<file path="config.mk">
export PLATFORM = sky130hd
export DESIGN_NAME = nvc_host
export DESIGN_NICKNAME = d
export VERILOG_FILES = /design/src/include/nvc_pkg.sv /design/src/core/nvc_host.sv /design/src/core/nvc_timer.sv
export SDC_FILE = /design/constraint.sdc
export NUM_CORES = 1
export LEC_CHECK = 0
export ABC_CLOCK_PERIOD_IN_PS = 2600
export BUFFER_PORTS_ARGS = -buffer_cell sky130_fd_sc_hd__buf_2
export CORE_MARGIN = 2
export CORE_UTILIZATION = 34
export DETAILED_ROUTE_END_ITERATION = 10
export SLEW_MARGIN = 20
export SYNTH_ARGS = -nofsm -noshare
export SYNTH_HDL_FRONTEND = slang
export SYNTH_SLANG_ARGS = --single-unit
</file>
<file path="constraint.sdc">
create_clock -name clk_in -period 2.6 [get_ports clk_in]
set_input_delay 0 -clock clk_in [delete_from_list [all_inputs] [get_ports clk_in]]
set_output_delay 0 -clock clk_in [all_outputs]
set_load 0.01 [all_outputs]
</file>
<file path="src/include/nvc_pkg.sv">
package nvc_pkg;
  // --------------------------------------------------------------------------
  // pin widths and sequence addresses
  // --------------------------------------------------------------------------
  localparam int ADDR_W = 13;
  localparam int DATA_W = 8;
  localparam logic [12:0] SEQ_A0 = 13'h0000;
  localparam logic [12:0] SEQ_A1 = 13'h1555;
  localparam logic [12:0] SEQ_A2 = 13'h0AAA;
  localparam logic [12:0] SEQ_A3 = 13'h1FFF;
  localparam logic [12:0] SEQ_A4 = 13'h10F0;
  localparam logic [12:0] SEQ_STORE = 13'h0F0F;
  localparam logic [12:0] SEQ_RECALL = 13'h0F0E;
  // --------------------------------------------------------------------------
  // timing, clock period 100 ns
  // --------------------------------------------------------------------------
  localparam int CLK_NS = 100;
  localparam int STORE_REQUEST_PULSE_NS = 15;
  localparam int REQUEST_TO_BUSY_TIME_NS = 300;
  localparam int ACCESS_DRAIN_TIME_NS = 1000;
  localparam int STORE_DURATION_MS = 10;
  localparam int INHIBIT_RELEASE_TIME_NS = 700;
  localparam int ACCESS_NS = 100;
  // least times round up, longest round down; pulse, busy and access never below one
  localparam int PULSE_CYC_I = (STORE_REQUEST_PULSE_NS + CLK_NS - 1) / CLK_NS;
  localparam int BUSY_CYC_I = REQUEST_TO_BUSY_TIME_NS / CLK_NS;
  localparam int DRAIN_CYC_I = (ACCESS_DRAIN_TIME_NS + CLK_NS - 1) / CLK_NS;
  localparam int RECOV_CYC_I = (INHIBIT_RELEASE_TIME_NS + CLK_NS - 1) / CLK_NS;
  localparam int STORE_CYC_I = STORE_DURATION_MS * 1000000 / CLK_NS;
  localparam int ACC_CYC_I = (ACCESS_NS + CLK_NS - 1) / CLK_NS;
  localparam logic [19:0] PULSE_CYC = 20'(PULSE_CYC_I < 1 ? 1 : PULSE_CYC_I);
  localparam logic [19:0] BUSY_CYC = 20'(BUSY_CYC_I < 1 ? 1 : BUSY_CYC_I);
  localparam logic [19:0] DRAIN_CYC = 20'(DRAIN_CYC_I);
  localparam logic [19:0] RECOV_CYC = 20'(RECOV_CYC_I);
  localparam int STORE_CYC_DEF = STORE_CYC_I;
  localparam logic [19:0] ACC_CYC = 20'(ACC_CYC_I < 1 ? 1 : ACC_CYC_I);
  // --------------------------------------------------------------------------
  // host states, gray along read/write path except gap back to idle
  // --------------------------------------------------------------------------
  typedef enum logic [2:0] {
    NVC_IDLE = 3'h0,
    NVC_ACC = 3'h1,
    NVC_GAP = 3'h3,
    NVC_HREQ = 3'h2,
    NVC_HWAIT = 3'h6,
    NVC_RECOV = 3'h7,
    NVC_SWAIT = 3'h5
  } nvc_state_t;
endpackage : nvc_pkg
</file>
<file path="src/core/nvc_host.sv">
// Notes on behaviour
// - reads drive chip enable low with write strobe and store line high
// - writes drive chip enable and write strobe low, store line high
// - software sequence reads 0000,1555,0AAA,1FFF,10F0 then 0F0F or 0F0E
// - write strobe stays high across all six sequence reads
// - host holds store line low at least 15 ns
// - any other access inside the sequence aborts it
// - each sequence read is framed by its own chip enable pulse
module nvc_host
  import nvc_pkg::*;
#(
  parameter int STORE_CYC = STORE_CYC_DEF
)
(
  input wire logic clk_in,
  input wire logic reset_in,
  input wire logic req_valid_in,
  input wire logic req_write_in,
  input wire logic [ADDR_W-1:0] req_addr_in,
  input wire logic [DATA_W-1:0] req_wdata_in,
  input wire logic sw_valid_in,
  input wire logic sw_recall_in,
  input wire logic hw_store_in,
  output logic req_ready_out,
  output logic rsp_valid_out,
  output logic [DATA_W-1:0] rsp_rdata_out,
  output logic busy_out,
  output logic [ADDR_W-1:0] address_lines_out,
  output logic chip_enable_n_out,
  output logic write_strobe_n_out,
  output logic output_gate_n_out,
  input wire logic [DATA_W-1:0] data_lines_in,
  output logic [DATA_W-1:0] data_lines_out,
  output logic data_lines_oe_out,
  input wire logic hw_store_busy_n_in,
  output logic hw_store_busy_n_out,
  output logic hw_store_busy_n_oe_out
);
  // --------------------------------------------------------------------------
  // state
  // --------------------------------------------------------------------------
  nvc_state_t st_q, st_d;
  logic [ADDR_W-1:0] addr_q, addr_d;
  logic [DATA_W-1:0] wdat_q, wdat_d, rdat_q, rdat_d;
  logic wr_q, wr_d, ce_n_q, ce_n_d, rv_q, rv_d;
  logic sw_q, sw_d, rcl_q, rcl_d;
  logic [2:0] step_q, step_d;
  logic tload;
  logic [19:0] tval;
  logic tdone;
  logic [31:0] long_q, long_d;

  nvc_timer u_timer (
    .clk_in(clk_in),
    .reset_in(reset_in),
    .load_in(tload),
    .value_in(tval),
    .done_out(tdone)
  );

  // sequence address for the current step of a software cycle
  function automatic logic [ADDR_W-1:0] seq_addr(input logic [2:0] s, input logic rc);
    logic [ADDR_W-1:0] a;
    a = SEQ_A0;
    case (s)
      3'h1: a = SEQ_A1;
      3'h2: a = SEQ_A2;
      3'h3: a = SEQ_A3;
      3'h4: a = SEQ_A4;
      3'h5: a = rc ? SEQ_RECALL : SEQ_STORE;
      default: a = SEQ_A0;
    endcase
    return a;
  endfunction : seq_addr

  // --------------------------------------------------------------------------
  // next-state logic
  // --------------------------------------------------------------------------
  // the long store wait uses its own 32-bit counter so it may exceed the timer
  always_comb
  begin
    st_d = st_q;
    addr_d = addr_q;
    wdat_d = wdat_q;
    rdat_d = rdat_q;
    wr_d = wr_q;
    ce_n_d = ce_n_q;
    rv_d = 1'b0;
    sw_d = sw_q;
    rcl_d = rcl_q;
    step_d = step_q;
    long_d = long_q;
    tload = 1'b0;
    tval = ACC_CYC;
    case (st_q)
      NVC_IDLE:
      begin
        if (hw_store_in)
        begin
          st_d = NVC_HREQ;
          tload = 1'b1;
          tval = PULSE_CYC;
        end
        else if (sw_valid_in)
        begin
          sw_d = 1'b1;
          rcl_d = sw_recall_in;
          step_d = 3'h0;
          wr_d = 1'b0;
          addr_d = seq_addr(3'h0, sw_recall_in);
          ce_n_d = 1'b0;
          st_d = NVC_ACC;
          tload = 1'b1;
        end
        else if (req_valid_in)
        begin
          sw_d = 1'b0;
          wr_d = req_write_in;
          addr_d = req_addr_in;
          wdat_d = req_wdata_in;
          ce_n_d = 1'b0;
          st_d = NVC_ACC;
          tload = 1'b1;
        end
      end
      NVC_ACC:
      begin
        if (tdone)
        begin
          if (!wr_q)
          begin
            rdat_d = data_lines_in;
            rv_d = !sw_q;
          end
          ce_n_d = 1'b1;
          st_d = NVC_GAP;
        end
      end
      NVC_GAP:
      begin
        // no other access is slotted between sequence reads
        if (sw_q && step_q != 3'h5)
        begin
          step_d = step_q + 3'h1;
          addr_d = seq_addr(step_q + 3'h1, rcl_q);
          ce_n_d = 1'b0;
          st_d = NVC_ACC;
          tload = 1'b1;
        end
        else if (sw_q)
        begin
          sw_d = 1'b0;
          st_d = NVC_SWAIT;
          long_d = 32'(STORE_CYC);
        end
        else
        begin
          st_d = NVC_IDLE;
        end
      end
      NVC_HREQ:
      begin
        // holds request for the pulse only; the busy, drain and store times are waited out next
        if (tdone)
        begin
          st_d = NVC_HWAIT;
          long_d = 32'(STORE_CYC) + 32'(DRAIN_CYC) + 32'(BUSY_CYC);
        end
      end
      NVC_HWAIT:
      begin
        if (long_q != 32'h00000000)
        begin
          long_d = long_q - 32'h00000001;
        end
        else if (hw_store_busy_n_in)
        begin
          st_d = NVC_RECOV;
          tload = 1'b1;
          tval = RECOV_CYC;
        end
      end
      NVC_RECOV:
      begin
        if (tdone)
        begin
          st_d = NVC_IDLE;
        end
      end
      NVC_SWAIT:
      begin
        if (long_q != 32'h00000000)
        begin
          long_d = long_q - 32'h00000001;
        end
        else
        begin
          st_d = NVC_IDLE;
        end
      end
      default: st_d = NVC_IDLE;
    endcase
  end

  // --------------------------------------------------------------------------
  // registers
  // --------------------------------------------------------------------------
  always_ff @(posedge clk_in)
  begin
    if (reset_in)
    begin
      st_q <= NVC_IDLE;
      addr_q <= '0;
      wdat_q <= '0;
      rdat_q <= '0;
      wr_q <= 1'b0;
      ce_n_q <= 1'b1;
      rv_q <= 1'b0;
      sw_q <= 1'b0;
      rcl_q <= 1'b0;
      step_q <= 3'h0;
      long_q <= 32'h00000000;
    end
    else
    begin
      st_q <= st_d;
      addr_q <= addr_d;
      wdat_q <= wdat_d;
      rdat_q <= rdat_d;
      wr_q <= wr_d;
      ce_n_q <= ce_n_d;
      rv_q <= rv_d;
      sw_q <= sw_d;
      rcl_q <= rcl_d;
      step_q <= step_d;
      long_q <= long_d;
    end
  end

  // --------------------------------------------------------------------------
  // pins
  // --------------------------------------------------------------------------
  // strobe follows chip enable on writes and gate on reads; store line always high during access
  assign address_lines_out = addr_q;
  assign chip_enable_n_out = ce_n_q;
  assign write_strobe_n_out = !(wr_q && !ce_n_q);
  assign output_gate_n_out = wr_q || ce_n_q;
  assign data_lines_out = wdat_q;
  assign data_lines_oe_out = wr_q && !ce_n_q;
  assign hw_store_busy_n_out = 1'b0;
  assign hw_store_busy_n_oe_out = (st_q == NVC_HREQ);
  assign req_ready_out = (st_q == NVC_IDLE) && !hw_store_in;
  assign rsp_valid_out = rv_q;
  assign rsp_rdata_out = rdat_q;
  assign busy_out = (st_q != NVC_IDLE);

  // --------------------------------------------------------------------------
  // assertions
  // --------------------------------------------------------------------------
  a_read_lines: assert property (@(posedge clk_in) disable iff (reset_in)
    (!chip_enable_n_out && !wr_q) |-> (write_strobe_n_out && !hw_store_busy_n_oe_out))
    else $error("read without high strobe");
  a_write_lines: assert property (@(posedge clk_in) disable iff (reset_in)
    !write_strobe_n_out |-> (!chip_enable_n_out && !hw_store_busy_n_oe_out && data_lines_oe_out))
    else $error("write framing wrong");
  a_seq_order: assert property (@(posedge clk_in) disable iff (reset_in)
    (sw_q && !chip_enable_n_out && step_q == 3'h1) |-> address_lines_out == SEQ_A1)
    else $error("sequence address wrong");
  a_seq_strobe: assert property (@(posedge clk_in) disable iff (reset_in)
    sw_q |-> write_strobe_n_out)
    else $error("strobe low in sequence");
  a_seq_final: assert property (@(posedge clk_in) disable iff (reset_in)
    (sw_q && step_q == 3'h5 && !chip_enable_n_out) |->
    address_lines_out == (rcl_q ? SEQ_RECALL : SEQ_STORE))
    else $error("final address wrong");
  a_pulse_len: assert property (@(posedge clk_in) disable iff (reset_in)
    $rose(hw_store_busy_n_oe_out) |-> hw_store_busy_n_oe_out [*2])
    else $error("store pulse too short");
  a_ce_toggle: assert property (@(posedge clk_in) disable iff (reset_in)
    (sw_q && $fell(chip_enable_n_out)) |-> ##1 !chip_enable_n_out ##1 chip_enable_n_out)
    else $error("enable not toggling");
  a_no_access_hw: assert property (@(posedge clk_in) disable iff (reset_in)
    (st_q == NVC_HWAIT || st_q == NVC_RECOV) |-> chip_enable_n_out)
    else $error("access during store");
  a_deselect: assert property (@(posedge clk_in) disable iff (reset_in)
    chip_enable_n_out |-> (!data_lines_oe_out && output_gate_n_out))
    else $error("driving while deselected");
  c_read: cover property (@(posedge clk_in) disable iff (reset_in) rv_q);
  c_sw_done: cover property (@(posedge clk_in) disable iff (reset_in) st_q == NVC_SWAIT);
  c_hw_done: cover property (@(posedge clk_in) disable iff (reset_in) st_q == NVC_RECOV);
endmodule : nvc_host

</file>
<file path="src/core/nvc_timer.sv">
// --------------------------------------------------------------------------
// loadable down counter
// --------------------------------------------------------------------------
module nvc_timer
  import nvc_pkg::*;
(
  input wire logic clk_in,
  input wire logic reset_in,
  input wire logic load_in,
  input wire logic [19:0] value_in,
  output logic done_out
);
  logic [19:0] cnt_q;
  logic [19:0] cnt_d;

  // counts down to zero and holds there
  always_comb
  begin
    cnt_d = cnt_q;
    if (load_in)
    begin
      cnt_d = value_in;
    end
    else if (cnt_q != 20'h00000)
    begin
      cnt_d = cnt_q - 20'h00001;
    end
  end

  always_ff @(posedge clk_in)
  begin
    if (reset_in)
    begin
      cnt_q <= 20'h00000;
    end
    else
    begin
      cnt_q <= cnt_d;
    end
  end

  assign done_out = (cnt_q == 20'h00000) && !load_in;
endmodule : nvc_timer

</file>
; ---- Word level (Yosys, flattened, before mapping)
; Index checks and enable logic that the tools add are counted.
[op_classes]
addsub = 3
n_mux = 52
eq_ne = 26
bitwise = 5
n_reduce_logical = 32
[ops]
columns = cell, n
row1 = two-way mux 32 bit, 4
row2 = case mux 32 bit (3 select lines), 1
row3 = case mux 13 bit (5 select lines), 1
row4 = two-way mux 13 bit, 4
row5 = two-way mux 3 bit, 17
row6 = two-way mux 20 bit, 2
row7 = nonzero test 32 bit, 1
row8 = "subtractor 32 x 1 -> 32 bit, second input constant", 1
row9 = case mux 13 bit (2 select lines), 1
row10 = case mux 3 bit (7 select lines), 1
row11 = logical NOT 20 bit, 1
row12 = "inequality test 2 bit, second input constant", 10
row13 = nonzero test 20 bit, 1
row14 = "subtractor 20 x 1 -> 20 bit, second input constant", 1
row15 = two-way mux 1 bit, 17
row16 = AND reduction 4 bit, 4
row17 = "equality test 3 bit, second input constant", 5
row18 = "equality test 3 x 2 -> 1 bit, second input constant", 4
row19 = AND reduction 5 bit, 2
row20 = AND reduction 3 bit, 3
row21 = nonzero test 3 bit, 3
row22 = AND reduction 7 bit, 1
row23 = "equality test 3 x 1 -> 1 bit, second input constant", 2
row24 = "inequality test 3 bit, second input constant", 2
row25 = other kinds (14), 29
[word_totals]
inputBits = 37
regBits = 92

; ---- Logic depth before layout (Yosys ltp)
; Gate-level depths: netlist of run 1.
[depth]
depth_word = 8
ltp_mapped = 10
ltp_nobuf = 8

; ---- Hierarchy
; A second synthesis of run 1 with hierarchy kept.
[hier_totals]
hier_cells = 584
hier_area_um2 = 4713.3
[modules_own_cells]
columns = mod, seq_area_each_um2, area_each_um2, cells_each, instances
row1 = nvc_host, 1441.4, 3558.4, 432, 1
row2 = nvc_timer, 400.4, 1154.9, 152, 1

; ---- Worst setup path after synthesis of run 1
; Ideal clock, no wire load.
[synth_path]
path_kind = register to register
from = register long_q[16]
to = register long_q[12]
required_ps = 2468
arrival_time_ps = 2543
synth_period_minus_slack_ps = 2675
path_slack_ps = -75
path_buffers = 2
path_stages_with_launch = 9
cell_sequence = dfxtp_1 > or4_4 > or3_1 > buf_2 > or4_4 > a21oi_4 > clkbuf_1 > or4_1 > a21oi_1
[synth_between]
elab_chain_cells = 7
word_cells_on_any_way = 8
[synth_lines]
columns = element, line_no
row1 = start: declaration, nvc_host.sv:51  ; logic [31:0] long_q, long_d;
row2 = start signal: assignment, nvc_host.sv:236  ; long_q <= long_d;
row3 = nonzero test 32 bit *, "nvc_host.sv:172, nvc_host.sv:192"
row4 = two-way mux 1 bit, nvc_host.sv:172  ; if (long_q != 32'h00000000)
row5 = case mux 1 bit (3 select lines), nvc_host.sv:95  ; case (st_q)
row6 = logical NOT 1 bit, nvc_timer.sv:42  ; assign done_out = (cnt_q == 20'h00000) && !load_in;
row7 = logical AND 1 bit, nvc_timer.sv:42
row8 = inequality test 2 x 1 -> 1 bit (no line), n/a
row9 = AND reduction 5 bit (no line) *, n/a
; Every way passes the cells marked *; elsewhere a longest branch is shown, timed or not.
; A chain may end at the register's enable or synchronous reset.

; ---- Worst setup path after layout of run 1
[layout_path]
from = register long_q[20]
to = register u_timer.cnt_q[11]
[layout_between]
elab_chain_cells = 4
word_cells_on_any_way = 5
[layout_lines]
columns = element, line_no
row1 = nonzero test 32 bit *, nvc_host.sv:172
row2 = two-way mux 1 bit *, nvc_host.sv:172
row3 = case mux 1 bit (3 select lines) *, nvc_host.sv:95
row4 = two-way mux 20 bit / nonzero test 2 bit (equally long branches), n/a
row5 = end signal: assignment, nvc_timer.sv:38  ; cnt_q <= cnt_d;
row6 = end: declaration, nvc_timer.sv:13  ; logic [19:0] cnt_q;
; Marked as above.

==> results of run 1 <==
==> kinds of logic (layout without fill, tap and decap cells) <==
kind of cell,Yosys count,in the layout
muxes,12,12
adders and majority gates,8,8
and+or+nand+nor,272,272
DFF,92,92
xor gates and xnor gates,16,16
other,1,1
buffers and inverters,49,178
AOI/OAI and AO/OA,146,146
==> per-layer routing <==
layer	track usage, %	vias to the layer above	share of wire [%]	wire length (um)
li1	-	2412	-	-
met1	23.8	2258	46	5900
met2	28.6	100	49	6220
met3	4.51	6	4.8	614
met4	4.31	0	0.65	83
met5	0	-	0	0
==> cells in the mapped netlist (5+ instances only) <==
cell | instances | area (um^2)
dfxtp_1 | 92 | 1840
nor2_1 | 77 | 289
a21oi_1 | 60 | 300
nand2_1 | 55 | 206
o31ai_1 | 25 | 188
or4_1 | 25 | 188
clkbuf_1 | 24 | 90.1
nor3_1 | 21 | 105
nand3_1 | 17 | 85.1
inv_1 | 16 | 60.1
or3_1 | 16 | 100
a211oi_1 | 13 | 97.6
mux2i_1 | 12 | 120
nand2b_1 | 12 | 75.1
nor4_1 | 11 | 68.8
xor2_1 | 11 | 96.3
o21ai_0 | 10 | 50.1
ha_1 | 8 | 100
nand4_1 | 6 | 37.5
xnor2_1 | 5 | 43.8
==> registers in the layout, summed over array words and instances, names as in the netlist <==
register / flops
long_q: 32
sw_q: 1
address_lines_out: 13
rcl_q: 1
step_q: 3
rsp_valid_out: 1
data_lines_out: 8
rsp_rdata_out: 8
st_q: 3
wr_q: 1
chip_enable_n_out: 1
u_timer.cnt_q: 20
==> worst max-delay path, stage by stage (launching register included) <==
cell and delay, ps:
dfxtp_2 330, or4_4 530, or3_4 410, buf_6 140
nor4_4 250, buf_4 180, nor3_4 60, or4_1 500
a21oi_1 140
==> placed cells by master (no fill, tap or decap), types with 12 or more instances in the layout <==
cell type      synthesis  routed
dlygate4sd3_1          0      31
dfxtp_1               92      90
a211oi_1              13      13
or4_1                 25      22
a21oi_1               60      58
nand2_1               55      55
nor3_1                21      21
buf_2                  4      73
nand3_1               17      17
nor2_1                77      77
or3_1                 16      15
o31ai_1               25      22
buf_4                  2      35
nand2b_1              12      12
inv_1                 16      16
==> report_power, final <==
group | total, mW | switching, mW | leakage [nW] | internal [mW]
logic | 5.58 | 3.13 | 1.64 | 2.45
clock network | 1.40 | 0.623 | 0.155 | 0.773
registers | 2.17 | 0.384 | 0.750 | 1.79
==> final cells by class <==
type                            count  area, um^2  share of cell area, %
Multi-Input combinational cell    455        2810                   44.6
Sequential cell                    92        1840                   29.4
Inverter                           17        63.8                   1.02
Clock inverter                      7        87.6                   1.39
Clock buffer                        9         225                   3.58
Timing Repair Buffer              145        1030                   16.4
Tap cell                          180         225                   3.58
==> final timing paths <==
check | startpoint | end | slack (ps)
worst max register to register | long_q[20] | u_timer.cnt_q[11] | -9
worst min-delay path | hw_store_in | st_q[0] | 30
worst min register to register | data_lines_out[5] | data_lines_out[5] | 460
worst max-delay path | long_q[20] | u_timer.cnt_q[11] | -9
==> what timing repair did <==
action | in CTS | in global routing
endpoints found under the setup margin | 2 | 39
resized for setup | 1 | 21
endpoints found under the hold margin | 31 | 0
hold buffers | 31 | 0
pin swaps | 0 | 8
buffers inserted | 0 | 4
==> impl_metrics.py, run 1 <==
metrics = {
    "drt": {
        "drc": 0,
        "vias_per_cell": 5.28,
        "detail-route-antenna-nets": 0,
        "wire_per_inst_um": 14.2,
        "vias": 4776,
        "drtIter0Drc": 324,
        "wirelength_um": 12800,
        "drt_first_pass_iters": 4,
    },
    "clock_tree": {
        "clkLatencyLatePin_ps": 350,
        "cts_made_buffers": 9,
        "clock-root-buffer": "clkbuf_16",
        "clk_pin_slew_ps": 70,
        "cts.sinks": 92,
        "htreeDepth": 3,
        "cts_buffer_depth": 2,
        "cts_tree": "built",
    },
    "layout": {
        "post-route-util_pct": 45.4,
        "drive_gt1_share_pct": 21.5,
        "final_area_mm2": 0.00628,
        "finalNetCount": 765,
        "area_growth_pct": 31.4,
        "finalNonFillerCells": 905,
        "insertedDiodeCount": 0,
        "fill_cells": 1337,
    },
    "timing": {
        "finalSetupTns_ps": -9.34,
        "drv_slew": 0,
        "hold_violations": 0,
        "setup_ws_ps": -9.34,
        "period_minus_slack_ps": 2610,
        "clock_skew_ps": 8.29,
        "period_share_pct": 100,
        "worst_slew_pin_slew_ps": 811,
        "whs_ps": 30.9,
        "setup_viol": 1,
        "max_freq_ghz": 0.383,
        "rsz0062_at_grt": "true",
        "slew_headroom_pct": 45.7,
    },
    "die": {
        "dieWidth_um": 123,
        "die_h_um": 123,
        "ioPinCount": 75,
        "dieArea_mm2": 0.0150,
        "num_rows": 43,
        "core-area_mm2": 0.0138,
        "start_util_pct": 34.6,
    },
    "logic_synthesis": {
        "synth-seq-cells": 92,
        "synth_edf_count": 0,
        "synthXorXnorAreaFrac_pct": 2.93,
        "yosysWarningCount": 0,
        "synthFlopType": "dfxtp_1",
        "yosys.area_share.simple_pct": 29.8,
        "syn_area_mm2": 0.00478,
        "yosysSeqAreaShare_pct": 38.5,
        "synth_area_per_cell_um2": 8.02,
        "yosysUniqueCellTypes": 60,
        "synth_top_family_by_area": "simple AND/OR/NAND/NOR gates",
        "async_reset_ff_share_pct": 0,
        "muxShareOfSynthArea_pct": 2.51,
        "synth-compound-area-share_pct": 19.6,
        "synth_fp_nets": 641,
        "syn_inst": 596,
        "synthAdderAreaFrac_pct": 2.09,
    },
    "placed_design": {
        "placed_cells": 854,
        "gp_congestion": 0.880,
        "portBuffers": 73,
        "placed_area_mm2": 0.00553,
        "hpwl_um": 8880,
        "dpl_worst_slack_ps": -7.34,
    },
    "global_routing": {
        "grt_max_degree": 43,
        "grt_pass1_vias": 4603,
        "grtUsageTotal_pct": 17.7,
        "grt_pass1_wl_um": 21400,
        "overflow": 0,
        "antenna_found_initial": 0,
    },
    "critical_path": {
        "critPathLaunchType": "flip-flop",
        "cp_max_fo": 8,
        "cp.arrival_ps": 2900,
        "path_class": "flip-flop to flip-flop",
        "end_kind": "flip-flop",
        "worstPathRequired_ps": 2890,
        "worstRegToRegCells": 8,
    },
    "pwr": {
        "power_density_mw_per_mm2": 1460,
        "vdd_drop_max_v": 0.000624,
        "finalPower_mw": 9.15,
        "p_leak_nw": 2.55,
    },
    "hold_path": {
        "worstHoldPathType": "input pin to flip-flop",
        "holdPathStages": 3,
    },
    "run": {
        "maxCapViolCount": 0,
    },
    "status": {
        "violations": "setup timing",
        "status": "finished, violations left",
    },
}
Power figures use the tool's default switching activity.
==> run 2, diff against run 1 <==
Settings changed: RECOVER_POWER set to 25, SLEW_MARGIN 20 to 5.
==> run 2 against run 1 <==
Effect of this change: the run still ends with setup timing left; die area unchanged; first-iteration DRC count down 7.7%; clock power about the same; global-route usage unchanged; via count up 0.90%; utilization down 0.24 points; critical path type unchanged.
==> impl_metrics.py, run 2 (synthesis results as in run 1) <==
metrics = {
    "status": {
        "status": "finished, violations left",
        "violations": "setup timing",
    },
    "layout": {
        "drive_gt1_share_pct": 17.9,
        "area_growth_pct": 30.8,
        "multi_input_area_mm2": 0.00281,
        "largest_reg_flops": 32,
        "finalNonFillerCells": 905,
        "mostFrequentLayoutCells": "dfxtp_1 (90), nor2_1 (77), a21oi_1 (58), nand2_1 (55), buf_2 (47)",
        "fill_cells": 1358,
        "insertedDiodeCount": 0,
        "final_common_cell": "dfxtp_1",
        "finalNetCount": 765,
        "seqCellArea_mm2": 0.00184,
        "regMostFlops": "long_q",
        "post-route-util_pct": 45.2,
    },
    "drt": {
        "wirelength_um": 12900,
        "wl_met3_um": 420,
        "drt_first_pass_iters": 4,
        "met1_length_um": 6140,
        "wire_per_inst_um": 14.3,
        "detail-route-antenna-nets": 0,
        "drc": 0,
        "top_layer_used": "met4",
        "wl_met2_um": 6250,
        "vias_per_cell": 5.32,
        "vias": 4819,
        "drtIter0Drc": 299,
    },
    "clock_tree": {
        "cts_made_buffers": 9,
        "cts.sinks": 92,
        "clk_pin_slew_ps": 70,
        "cts_buffer_depth": 2,
        "clock-root-buffer": "clkbuf_16",
        "htreeDepth": 3,
        "clkLatencyLatePin_ps": 350,
        "cts_tree": "built",
    },
    "timing": {
        "max_freq_ghz": 0.384,
        "whs_ps": 25.0,
        "clock_skew_ps": 7.98,
        "worst_slew_pin_slew_ps": 830,
        "hold_violations": 0,
        "setup_ws_ps": -6.56,
        "period_minus_slack_ps": 2610,
        "setup_viol": 1,
        "rsz0062_at_grt": "true",
        "period_share_pct": 100,
        "drv_slew": 0,
        "slew_headroom_pct": 44.5,
    },
    "critical_path": {
        "cp_max_fo": 8,
        "critPathLaunchType": "flip-flop",
        "path_class": "flip-flop to flip-flop",
        "end_kind": "flip-flop",
        "worstRegToRegCells": 8,
        "rrSetupSlack_ps": -7,
        "r2r-end": "u_timer.cnt_q[11]",
        "worstPathRequired_ps": 2890,
        "reg2reg_from": "long_q[20]",
        "cp.arrival_ps": 2890,
    },
    "global_routing": {
        "grt_max_degree": 43,
        "grt_pass1_wl_um": 21400,
        "grtUsageTotal_pct": 17.7,
        "grt_pass1_vias": 4603,
        "antenna_found_initial": 0,
        "overflow": 0,
    },
    "placed_design": {
        "placed_cells": 854,
        "hpwl_um": 8880,
        "portBuffers": 73,
        "gp_congestion": 0.880,
    },
    "pwr": {
        "vdd_drop_max_v": 0.000623,
        "p_leak_nw": 2.44,
        "power_density_mw_per_mm2": 1460,
    },
    "die": {
        "core-area_mm2": 0.0138,
        "dieArea_mm2": 0.0150,
        "start_util_pct": 34.6,
        "num_rows": 43,
        "ioPinCount": 75,
        "dieWidth_um": 123,
        "die_h_um": 123,
    },
    "hold_path": {
        "holdPathStages": 3,
        "worstHoldPathType": "input pin to flip-flop",
        "worstHoldStart": "hw_store_in",
        "hold-path-endpoint": "st_q[0]",
    },
    "run": {
        "maxCapViolCount": 0,
    },
}
## run 2: area by class of cell
cell class	count	share of cell area, %
clock buffer	9	3.60
clock inverter	7	1.40
inverter	17	1.02
multi-input combinational	455	44.9
sequential	92	29.5
tap	180	3.60
timing repair buffer	145	16.0
## run 2: power breakdown
group	switching, mW	internal (mW)	leakage, nW
combinational	3.13	2.44	1.53
clock	0.625	0.773	0.155
sequential	0.389	1.79	0.750
total	4.15	5.00	2.44
## run 2: timing repair
item                                   4_1_cts  5_1_grt
gates cloned                                 0        0
pin swaps                                    0        8
endpoints found under the hold margin       31        0
resized for setup                            1       21
buffers inserted                             0        4
hold buffers                                31        0
setup endpoints to repair                    2       39
## run 2: worst max path at each step
stage / startpoint / endpoint / slack (ps) / cells after the start
after global routing: long_q[20] / u_timer.cnt_q[11] / -80 / 8
final: long_q[20] / u_timer.cnt_q[11] / -7 / 8
after global placement: long_q[19] / long_q[31] / 60 / 7
after CTS: long_q[19] / long_q[16] / 10 / 8
after floorplan: long_q[19] / long_q[19] / 9 / 9
after detailed placement: long_q[19] / long_q[30] / -7 / 7
## run 2: routing by layer
layer	track usage, %	vias to the layer above
met4	4.31	0
met1	23.8	2305
met3	4.51	8
met2	28.6	87
met5	0	-
li1	-	2419
## run 2: stage by stage
| stage | worst slack (ps) | setup TNS [ps] | cell area, um^2 | power (mW) |
|---|---|---|---|---|
| 6_report | -6.56 | -6.56 | 6250 | 9.15 |
| 3_3_place_gp | 60.2 | 0 | 5530 | 7.27 |
| 2_1_floorplan | 8.76 | 0 | 4790 | 5.76 |
| 5_1_grt | -84.9 | -318 | 6250 | 9.98 |
| 3_5_place_dp | -7.34 | -7.34 | 5530 | 7.41 |
| 4_1_cts | 13.7 | 0 | 6160 | 8.93 |
## run 2: critical path, cell delays in order (launching register included)
cell	delay (ps)
dfxtp_2	330
or4_4	530
or3_4	410
buf_6	140
nor4_4	250
buf_4	180
nor3_4	60
or4_1	510
a21oi_1	140
